### src/verilog/servo_pkg.sv
package servo_pkg;
  localparam int          CLK_HZ          = 125_000_000;
  localparam int          PERIOD_MS       = 16;
  localparam int          PERIOD_CYC      = CLK_HZ / 1000 * PERIOD_MS;
  localparam int          POS_W           = 8;
  localparam int          PWR_W           = 8;
  localparam logic [7:0]  PWR_MAX         = 8'h7F;
  localparam logic [7:0]  STALL_PCT       = 8'h19;
  localparam logic [7:0]  PCT_FULL        = 8'h64;
  localparam logic [7:0]  GAIN_RST        = 8'h01;
  localparam int          FLASH_HALF_CYC  = 6_250_000;
  localparam logic [1:0]  CH1_AIN_DEFAULT = 2'h0;
  typedef enum logic [1:0] {RUNNING, STOPPED, FAULTED} run_e;
endpackage

### src/verilog/position_servo_fault_supervisor.sv
// Summary of operation
// - single-channel with analog command takes command from ain1 and feedback from ain4.
// - single-channel variant uses one command and one feedback input only.
// - a nonzero position error with nonzero gain drives power in the direction that closes it, until zero.
// - zero error means zero applied power and no motion.
// - power magnitude of at least 25 percent with no encoder motion flags a fault.
// - an encoder fault halts all motor output until reset.
// - a latched encoder fault flashes the diagnostic led rapidly.
// - an active emergency stop removes motor output for as long as it is held.
// - an emergency stop disables both channels.
// - both front-panel buttons pressed together act as an emergency stop.
// - the loop samples position and computes error once every 16 ms period.
// - dual-channel feedback is ain1/ain2, or ain3/ain4 in analog command mode.
module position_servo_fault_supervisor #(
  parameter int PERIOD_CYC     = servo_pkg::PERIOD_CYC,
  parameter int FLASH_HALF_CYC = servo_pkg::FLASH_HALF_CYC
) (
  input  wire logic              clk_sys,
  input  wire logic              rst,
  input  wire logic              single_channel_variant,
  input  wire logic              analog_cmd_mode,
  input  wire logic signed [7:0] ain1,
  input  wire logic signed [7:0] ain2,
  input  wire logic signed [7:0] ain3,
  input  wire logic signed [7:0] ain4,
  input  wire logic signed [7:0] dest1,
  input  wire logic signed [7:0] dest2,
  input  wire logic [7:0]        gain,
  input  wire logic              enc1_motion,
  input  wire logic              enc2_motion,
  input  wire logic              estop_in,
  input  wire logic              btn_program,
  input  wire logic              btn_set,
  output logic signed [7:0]      pwr1_r,
  output logic signed [7:0]      pwr2_r,
  output logic                   motors_en_r,
  output logic                   enc_fault_r,
  output logic                   led_r,
  output logic                   tick_r
);
  // estop, button, encoder and ain pins cross two flops; mode, dest and gain pins do not; ain buses assumed held stable by the sampling adc
  logic [1:0] es_s, bp_s, bs_s, m1_s, m2_s;
  logic signed [7:0] a1_q, a2_q, a3_q, a4_q, a1_r, a2_r, a3_r, a4_r;
  always_ff @(posedge clk_sys) begin
    if (rst) begin
      es_s <= 2'h0;
      bp_s <= 2'h0;
      bs_s <= 2'h0;
      m1_s <= 2'h0;
      m2_s <= 2'h0;
      a1_q <= 8'sh00; a2_q <= 8'sh00; a3_q <= 8'sh00; a4_q <= 8'sh00;
      a1_r <= 8'sh00; a2_r <= 8'sh00; a3_r <= 8'sh00; a4_r <= 8'sh00;
    end else begin
      es_s <= {es_s[0], estop_in};
      bp_s <= {bp_s[0], btn_program};
      bs_s <= {bs_s[0], btn_set};
      m1_s <= {m1_s[0], enc1_motion};
      m2_s <= {m2_s[0], enc2_motion};
      a1_q <= ain1; a2_q <= ain2; a3_q <= ain3; a4_q <= ain4;
      a1_r <= a1_q; a2_r <= a2_q; a3_r <= a3_q; a4_r <= a4_q;
    end
  end

  // motion seen anywhere within the period; sticky until the tick samples it
  logic mot1_r, mot2_r;
  logic [31:0] per_cnt_r;
  always_ff @(posedge clk_sys) begin
    if (rst) begin
      per_cnt_r <= 32'h0;
      tick_r    <= 1'b0;
    end else if (per_cnt_r == 32'(PERIOD_CYC - 1)) begin
      per_cnt_r <= 32'h0;
      tick_r    <= 1'b1;
    end else begin
      per_cnt_r <= per_cnt_r + 32'h1;
      tick_r    <= 1'b0;
    end
  end
  always_ff @(posedge clk_sys) begin
    if (rst) begin
      mot1_r <= 1'b0;
      mot2_r <= 1'b0;
    end else if (tick_r) begin
      mot1_r <= m1_s[1];
      mot2_r <= m2_s[1];
    end else begin
      mot1_r <= mot1_r | m1_s[1];
      mot2_r <= mot2_r | m2_s[1];
    end
  end

  function automatic logic signed [7:0] drive(input logic signed [7:0] d,
                                               input logic signed [7:0] p,
                                               input logic [7:0] g);
    logic signed [17:0] e;
    e = 18'(d) - 18'(p);
    e = e * $signed({1'b0, g});
    if (e > 18'sh7F) e = 18'sh7F;
    if (e < -18'sh7F) e = -18'sh7F;
    return e[7:0];
  endfunction
  function automatic logic [7:0] mag(input logic signed [7:0] v);
    return v[7] ? 8'(-v) : 8'(v);
  endfunction

  logic signed [7:0] fb1, fb2, cmd1, cmd2, p1_nxt, p2_nxt;
  always_comb begin
    cmd1 = dest1;
    cmd2 = dest2;
    if (single_channel_variant) begin
      if (analog_cmd_mode) cmd1 = a1_r;
      fb1 = analog_cmd_mode ? a4_r : a1_r;
      fb2 = 8'sh00;
      cmd2 = 8'sh00;
    end else begin
      if (analog_cmd_mode) begin
        cmd1 = a1_r;
        cmd2 = a2_r;
      end
      fb1 = analog_cmd_mode ? a3_r : a1_r;
      fb2 = analog_cmd_mode ? a4_r : a2_r;
    end
    p1_nxt = drive(cmd1, fb1, gain);
    p2_nxt = single_channel_variant ? 8'sh00 : drive(cmd2, fb2, gain);
  end

  // 25 percent of full scale, rounded up
  localparam logic [15:0] THR = 16'((32'(servo_pkg::PWR_MAX) * 32'(servo_pkg::STALL_PCT)
                                    + 32'(servo_pkg::PCT_FULL) - 1) / 32'(servo_pkg::PCT_FULL));
  logic stop_now;
  assign stop_now = es_s[1] | (bp_s[1] & bs_s[1]);
  // judged only at ticks, so a short load spike between ticks cannot trip it
  logic stall;
  assign stall = tick_r && ((16'(mag(pwr1_r)) >= THR && !mot1_r) ||
                            (16'(mag(pwr2_r)) >= THR && !mot2_r));

  // no clear path short of reset: a seized shaft must never restart by itself
  always_ff @(posedge clk_sys) begin
    if (rst) enc_fault_r <= 1'b0;
    else if (stall) enc_fault_r <= 1'b1;
  end

  always_ff @(posedge clk_sys) begin
    if (rst) begin
      pwr1_r      <= 8'sh00;
      pwr2_r      <= 8'sh00;
      motors_en_r <= 1'b0;
    end else if (enc_fault_r || stall || stop_now) begin
      pwr1_r      <= 8'sh00;
      pwr2_r      <= 8'sh00;
      motors_en_r <= 1'b0;
    end else if (tick_r) begin
      pwr1_r      <= p1_nxt;
      pwr2_r      <= p2_nxt;
      motors_en_r <= 1'b1;
    end
  end

  // counter parked at zero while healthy so the first flash gets a full half period
  logic [31:0] fl_cnt_r;
  always_ff @(posedge clk_sys) begin
    if (rst || !enc_fault_r) begin
      fl_cnt_r <= 32'h0;
      led_r    <= 1'b0;
    end else if (fl_cnt_r == 32'(FLASH_HALF_CYC - 1)) begin
      fl_cnt_r <= 32'h0;
      led_r    <= ~led_r;
    end else begin
      fl_cnt_r <= fl_cnt_r + 32'h1;
    end
  end

  // checks watch registered design state and the unsynchronised mode, dest and gain pins directly
  AST_FAULT_STICKY: assert property (@(posedge clk_sys) disable iff (rst)
    enc_fault_r |=> enc_fault_r) else $error("fault cleared without reset");
  AST_FAULT_NO_PWR: assert property (@(posedge clk_sys) disable iff (rst)
    enc_fault_r |-> pwr1_r == 0 && pwr2_r == 0) else $error("power while faulted");
  AST_HALT_EN: assert property (@(posedge clk_sys) disable iff (rst)
    enc_fault_r |-> !motors_en_r) else $error("motors enabled while faulted");
  AST_ESTOP: assert property (@(posedge clk_sys) disable iff (rst)
    es_s[1] |=> pwr1_r == 0 && pwr2_r == 0 && !motors_en_r) else $error("estop ignored");
  AST_BOTH_CH: assert property (@(posedge clk_sys) disable iff (rst)
    stop_now |=> pwr1_r == 0 && pwr2_r == 0) else $error("channel left driven on stop");
  AST_BUTTONS: assert property (@(posedge clk_sys) disable iff (rst)
    bp_s[1] && bs_s[1] |=> !motors_en_r) else $error("button stop ignored");
  AST_STALL: assert property (@(posedge clk_sys) disable iff (rst)
    tick_r && !mot1_r && 16'(mag(pwr1_r)) >= THR |=> enc_fault_r) else $error("stall missed");
  AST_STALL2: assert property (@(posedge clk_sys) disable iff (rst)
    tick_r && !mot2_r && 16'(mag(pwr2_r)) >= THR |=> enc_fault_r) else $error("stall 2 missed");
  AST_NO_FALSE: assert property (@(posedge clk_sys) disable iff (rst)
    !enc_fault_r && !tick_r |=> !enc_fault_r) else $error("fault off tick");
  AST_UPDATE_TICK: assert property (@(posedge clk_sys) disable iff (rst)
    !$stable(pwr1_r) && pwr1_r != 0 |-> $past(tick_r)) else $error("update off tick");
  AST_TICK_PULSE: assert property (@(posedge clk_sys) disable iff (rst)
    tick_r |=> !tick_r) else $error("tick longer than one cycle");
  AST_DIR: assert property (@(posedge clk_sys) disable iff (rst)
    tick_r && !stop_now && !enc_fault_r && !stall && cmd1 > fb1 && gain != 0
    |=> pwr1_r > 0) else $error("wrong direction");
  AST_DIR_NEG: assert property (@(posedge clk_sys) disable iff (rst)
    tick_r && !stop_now && !enc_fault_r && !stall && cmd1 < fb1 && gain != 0
    |=> pwr1_r < 0) else $error("wrong reverse direction");
  AST_ZERO: assert property (@(posedge clk_sys) disable iff (rst)
    tick_r && cmd1 == fb1 |=> pwr1_r == 0) else $error("power at zero error");
  AST_SC_CH2: assert property (@(posedge clk_sys) disable iff (rst)
    single_channel_variant && tick_r |=> pwr2_r == 0) else $error("sc ch2 driven");
  AST_SC_ANALOG: assert property (@(posedge clk_sys) disable iff (rst)
    tick_r && single_channel_variant && analog_cmd_mode && a1_r == a4_r |=> pwr1_r == 0)
    else $error("sc analog feedback not ain4");
  AST_DUAL_FB: assert property (@(posedge clk_sys) disable iff (rst)
    tick_r && !single_channel_variant && analog_cmd_mode && a2_r == a4_r |=> pwr2_r == 0)
    else $error("dual analog feedback not ain4");
  AST_LED_DARK: assert property (@(posedge clk_sys) disable iff (rst)
    !enc_fault_r |=> !led_r) else $error("led while healthy");
  AST_LED_TOGGLE: assert property (@(posedge clk_sys) disable iff (rst)
    enc_fault_r && fl_cnt_r == 32'(FLASH_HALF_CYC - 1) |=> led_r != $past(led_r))
    else $error("led did not toggle");
  // main scenarios: stall fault, pin stop, button stop, reverse drive, flashing
  COV_FAULT: cover property (@(posedge clk_sys) disable iff (rst) $rose(enc_fault_r));
  COV_ESTOP: cover property (@(posedge clk_sys) disable iff (rst) $rose(es_s[1]));
  COV_BTN: cover property (@(posedge clk_sys) disable iff (rst) $rose(bp_s[1] && bs_s[1]));
  COV_DRIVE: cover property (@(posedge clk_sys) disable iff (rst) pwr1_r < 0);
  COV_LED: cover property (@(posedge clk_sys) disable iff (rst) $rose(led_r));
endmodule

### config.mk
export PLATFORM = sky130hd
export DESIGN_NAME = position_servo_fault_supervisor
export DESIGN_NICKNAME = d
export VERILOG_FILES = /design/src/verilog/servo_pkg.sv /design/src/verilog/position_servo_fault_supervisor.sv
export SDC_FILE = /design/constraint.sdc
export NUM_CORES = 1
export LEC_CHECK = 0
export BUFFER_PORTS_ARGS = -buffer_cell sky130_fd_sc_hd__buf_4
export CAP_MARGIN = 5
export CORE_ASPECT_RATIO = 1.5
export CORE_MARGIN = 1
export CORE_UTILIZATION = 45
export CTS_BUF_LIST = sky130_fd_sc_hd__clkbuf_16
export DETAILED_ROUTE_END_ITERATION = 7
export PLACE_DENSITY = 0.58
export SYNTH_ARGS = -nofsm -noshare
export SYNTH_HDL_FRONTEND = slang
export SYNTH_SLANG_ARGS = --single-unit
### constraint.sdc
create_clock -name clk_sys -period 12.45 [get_ports clk_sys]
set_input_delay 0 -clock clk_sys [delete_from_list [all_inputs] [get_ports clk_sys]]
set_output_delay 0 -clock clk_sys [all_outputs]
set_load 0.05 [all_outputs]
==> results of run 1 <==
==> placed cells by master (no fill, tap or decap), types with 6 or more instances in the layout <==
master           n
inv_1          204
dfxtp_1        160
nor2_1         119
fa_1           112
nor2b_1        110
ha_1           102
nand2_1         98
buf_4           88
and2_1          52
xor2_1          52
nand3_1         49
xnor2_1         43
a21oi_1         40
dlygate4sd3_1   37
mux2i_1         28
o21ai_0         26
nand4_1         18
and3_1          17
clkbuf_16       17
nand2b_1        15
nor3_1          15
nor4_1          14
a21o_1          12
or2_2           12
a211oi_1        10
or3_1           10
o21a_1           8
a311oi_1         8
mux2_2           7
o21ai_1          7
a221oi_1         7
a31oi_1          6
and4_1           6
==> area by class of cell <==
cell class | count | share of cell area (%)
clock buffer | 17 | 2.81
clock inverter | 15 | 1.28
inverter | 202 | 5.01
multi-input combinational | 1090 | 59.7
sequential | 160 | 21.1
tap | 390 | 3.22
timing repair buffer | 125 | 6.81
==> worst reg2reg max path: cells and delay by family (launching register included) <==
family          cells  cell delay, ps
compound gates     11            2610
fa+ha+maj           6            2570
simple gates        6            1540
flops               1             350
buf+inv             4             200
mux                 1              80
==> sequential cells by signal (all words and copies together), names as in the netlist, 2 cells and up <==
| signal | cells |
|---|---|
| a4_r | 8 |
| m2_s | 2 |
| a1_r | 8 |
| per_cnt_r | 32 |
| fl_cnt_r | 32 |
| a3_r | 8 |
| pwr1_r | 8 |
| a2_q | 8 |
| pwr2_r | 8 |
| a3_q | 8 |
| a2_r | 8 |
| es_s | 2 |
| bs_s | 2 |
| a1_q | 8 |
| m1_s | 2 |
| a4_q | 8 |
| bp_s | 2 |
==> cell usage after synthesis (all sizes together), types with 10 or more instances <==
master	number
nor2	119
a21o	15
xnor2	45
o21ai	35
nor4	15
nand2b	16
nor3	16
inv	202
nor2b	110
nand3	49
a211oi	13
ha	102
and3	18
a21oi	41
mux2i	28
or3	10
or2	15
fa	112
clkbuf	38
nand4	18
nand2	98
xor2	52
and2	53
dfxtp	160
==> path summary, 6_finish.rpt <==
| path | endpoint | slack, ps | cells after the start |
|---|---|---|---|
| setup / recovery | pwr2_r[4] | 4990 | 28 |
| hold / removal | pwr1_r[0] | 40 | 3 |
| setup reg to reg | pwr2_r[4] | 4990 | 28 |
| hold reg to reg | a4_r[7] | 430 | 1 |
==> timing repair <==
action | in CTS | in global routing
gates resized for setup | 0 | 0
hold endpoints to repair | 37 | 0
hold buffers | 37 | 0
==> routing by layer <==
metal | up-vias | global-route usage (%) | part of all wire [%]
li1 | 5113 | - | -
met1 | 4894 | 23.0 | 41
met2 | 136 | 40.7 | 54
met3 | 40 | 3.17 | 2.7
met4 | 0 | 7.56 | 2.3
met5 | - | 0 | 0
==> kinds of logic (layout without fill, tap and decap cells) <==
kind of cell,Yosys count,count (layout)
flops,160,160
compound gates,185,185
simple gates,559,559
buf+inv,241,359
fa+ha+maj,214,214
mux,35,35
xor+xnor,97,97
==> through the flow <==
stage | util [%] | area, um^2 | hold WS, ps
2_1_floorplan | - | 13200 | 128
3_3_place_gp | 49.3 | 14200 | 217
3_5_place_dp | 49.3 | 14200 | 215
4_1_cts | 52.7 | 15100 | 37.9
5_1_grt | 52.7 | 15100 | 37.2
6_report | 52.7 | 15100 | 41.0
==> flow_metrics.tcl, run 1 <==
set metrics [dict create \
    routedWlPerCell_um 14.7 \
    port_buffers 84 \
    grt_max_degree 81 \
    num_antenna_cells 0 \
    critPathMaxStageDelay_ps 540 \
    fin_crit_ps 7460 \
    synthCells 1491 \
    setup_viol 0 \
    status "finished clean" \
    postRouteAntennaNets 0 \
    dp_worst_setup_slack_ps 4820 \
    finalHoldViolCount 0 \
    max_cap_violations 0 \
    arrival_ps 7790 \
    cts_setup_buffers 0 \
    wirelength_um 29300 \
    finalNetCount 1875 \
    final_cells 1999 \
    hp-start "gain[0]" \
    cp.required_ps 12790 \
    synth_top_area_share_pct 24.3 \
    placedCellCount 1930 \
    grt_pass1_vias 10600 \
    cts.sinks 160 \
    netlist.top_cell.by_area "dfxtp_1" \
    synthAdderAreaFrac_pct 26.7 \
    slew_headroom_pct 47.4 \
    hp-class "in -> reg" \
    area_growth_pct 15.1 \
    slew_violations 0 \
    clock_skew_ps 11.5 \
    regArea_um2 3200 \
    routed_via_density 5.09 \
    end_kind "flop" \
    rr_startpoint "a2_r[1]" \
    rsz0062_at_grt "no" \
    crit_start "a2_r[1]" \
    syn-num-nets 1770 \
    critPathTopFamily "compound AO/OA/AOI/OAI gates" \
    synthXorXnorAreaFrac_pct 6.66 \
    synth-seq-cells 160 \
    syn_area_per_cell_um2 8.83 \
    grt_pass1_wl_um 50100 \
    coreArea_um2 28700 \
    antenna_found_initial 0 \
    crit_type "reg -> reg" \
    clk_pin_slew_worst_paths_ps 70 \
    syn-cell-area_um2 13200 \
    firstDrtPassIters 6 \
    die_w_um 142 \
    synth_cell_types 85 \
    slowest_stage "fa_1" \
    tightestPinTransition_ps 784 \
    synth_top_family_by_area "adder cells" \
    yosysWarnings 0 \
    cts_root_buf "clkbuf_16" \
    synth-compound-area-share_pct 10.1 \
    cts_tree "done" \
    setup_tns_ps 0 \
    numCtsBuffers 17 \
    synth-seq-area-share_pct 24.3 \
    vias 10200 \
    cp.buffers_inverters 4 \
    drc_errors 0 \
    timing.final.ws_setup_ps 4990 \
    ios 85 \
    die_h_um 211 \
    num_rows 76 \
    timing.fmax_mhz 134 \
    routabilityCongestion 0.823 \
    multiInputGateArea_um2 9050 \
    dieArea_um2 29900 \
    drive_above_1_share_pct 10.1 \
    path_max_fanout 8 \
    synth-simple-area-share_pct 22.4 \
    synth_edf_count 0 \
    drtIter0Drc 319 \
    fin_crit_sh_pct 59.9 \
    start_util_pct 45.8 \
    async_flop_share_pct 0 \
    overflow 0 \
    ys_top_cells_by_area "dfxtp_1 24%, fa_1 17%, ha_1 9.7%" \
    startpoint_type "flop" \
    nFillCells 2774 \
    synthFlopType "dfxtp_1" \
    muxShareOfSynthArea_pct 2.73 \
    clock_path_buffers 2 \
    cts_htree_levels 4 \
    gr-usage-all-layers_pct 21.1 \
    place_hpwl_um 23200 \
    clk_latency_ps 440 \
]
Power of run 1 is left out: the tool's default activity adds up to more than one toggle a clock period on the data nets, which glitch-free logic cannot reach.
==> run 2, diff against run 1 <==
Settings changed: PLACE_DENSITY 0.58 to 0.61.
Clock period 12.45 ns to 6.2 ns, I/O delays scaled along.
==> run 2 against run 1 <==
- sequential share of layout area fell by 2.7 points
- cell area is 15% higher
- first-iteration DRC count is 13% higher
- the flow now finishes with violations (negative setup slack)
- clock skew fell by 2.1 ps
- highest routed layer unchanged
- sequential cell count stayed put
- critical path depth increased by 1
- setup slack got worse by 5300 ps
==> flow_metrics.tcl, run 2 (synthesized netlist as in run 1, its figures left out) <==
set metrics [dict create \
    timing.final.ws_setup_ps -319 \
    wirelength_um 31700 \
    routed_via_density 5.04 \
    fin_crit_sh_pct 105 \
    grt_pass1_wl_um 53500 \
    antenna_found_initial 0 \
    nFillCells 2561 \
    timing.fmax_mhz 153 \
    grt_max_degree 81 \
    setup_viol 15 \
    ios 85 \
    hp-class "in -> reg" \
    place_hpwl_um 24300 \
    start_util_pct 45.8 \
    drc_errors 0 \
    clk_latency_ps 440 \
    slew_headroom_pct 20.9 \
    gr-usage-all-layers_pct 22.6 \
    layout_commonest_cell "buf_4" \
    path_common_cell "fa_1" \
    port_buffers 84 \
    critPathMaxStageDelay_ps 510 \
    slowest_stage "fa_1" \
    cts_htree_levels 4 \
    end_kind "flop" \
    clock_skew_ps 9.37 \
    vias 10900 \
    slew_violations 0 \
    arrival_ps 6870 \
    die_h_um 211 \
    overflow 0 \
    cts.sinks 160 \
    cts_root_buf "clkbuf_16" \
    startpoint_type "flop" \
    coreArea_um2 28700 \
    postRouteAntennaNets 0 \
    drtIter0Drc 359 \
    dp_worst_setup_slack_ps -569 \
    die_w_um 142 \
    cts_tree "done" \
    top_regs "fl_cnt_r: 32 flops, per_cnt_r: 32 flops" \
    rsz0062_at_grt "yes" \
    num_antenna_cells 0 \
    clock_path_buffers 2 \
    routabilityCongestion 0.845 \
    grt_pass1_vias 11500 \
    numCtsBuffers 17 \
    finalHoldViolCount 0 \
    firstDrtPassIters 5 \
    path_max_fanout 6 \
    cp.required_ps 6550 \
    status "complete, but fails checks" \
    finalNetCount 2046 \
    violations "negative setup slack" \
    clk_pin_slew_worst_paths_ps 70 \
    crit_type "reg -> reg" \
    mostFrequentLayoutCells "244 x buf_4, 183 x inv_1, 154 x dfxtp_1" \
    fin_crit_ps 6520 \
    drive_above_1_share_pct 27.2 \
    area_growth_pct 32.2 \
    tightestPinTransition_ps 1190 \
    max_cap_violations 0 \
    routedWlPerCell_um 14.6 \
    dieArea_um2 29900 \
    num_rows 76 \
]
## run 2: repair_timing
action,4_1_cts,5_1_grt
setup buffers,25,8
hold buffers,37,0
pin swaps,65,46
gates resized for setup,73,63
endpoints found under the setup margin,16,16
endpoints found under the hold margin,37,0
## run 2: final cells by class
class	instances	area, um^2	area share (%)
timing repair buffer	296	2410	13.8
sequential	160	3210	18.5
clock buffer	17	425	2.45
tap	390	488	2.80
clock inverter	15	154	0.885
inverter	202	758	4.36
multi-input combinational	1090	9960	57.2
## run 2: through the flow
stage / TNS, ps / std cells / util (%) / hold WS [ps] / instance area (um^2)
finish: -4080 / 2170 / 60.6 / 82.0 / 17400
global route: -8590 / 2170 / 60.6 / 93.3 / 17400
global placement: -6150 / 2068 / 54.2 / 212 / 15600
detailed placement: -7190 / 2068 / 54.2 / 214 / 15600
floorplan: -1010 / 1491 / - / 128 / 13600
CTS: -3760 / 2162 / 59.4 / 76.2 / 17100
## run 2: path summary, 6_finish.rpt
check,start,to,slack (ps),depth (start not counted)
worst max-delay path,a2_r[1],pwr2_r[6],-320,29
worst min-delay path,gain[0],pwr1_r[0],80,3
worst max register to register,a2_r[1],pwr2_r[6],-320,29
worst min register to register,a2_q[6],a2_r[6],430,1
## run 2: routing by layer
| metal | vias to the layer above | GRT usage [%] | part of all wire (%) |
|---|---|---|---|
| met5 | - | 0 | 0 |
| met4 | 0 | 8.42 | 2.7 |
| met3 | 46 | 3.03 | 2.8 |
| met2 | 164 | 43.0 | 54 |
| met1 | 5268 | 25.3 | 40 |
| li1 | 5456 | - | - |
## run 2: critical path: cells and delay by family (launching register included)
kind,cells,cell delay (ps)
compound gates,11,2110
fa+ha+maj,6,2270
buf+inv,5,330
flops,1,330
mux,1,70
simple gates,6,1320
Power of run 2 is left out for the same reason.
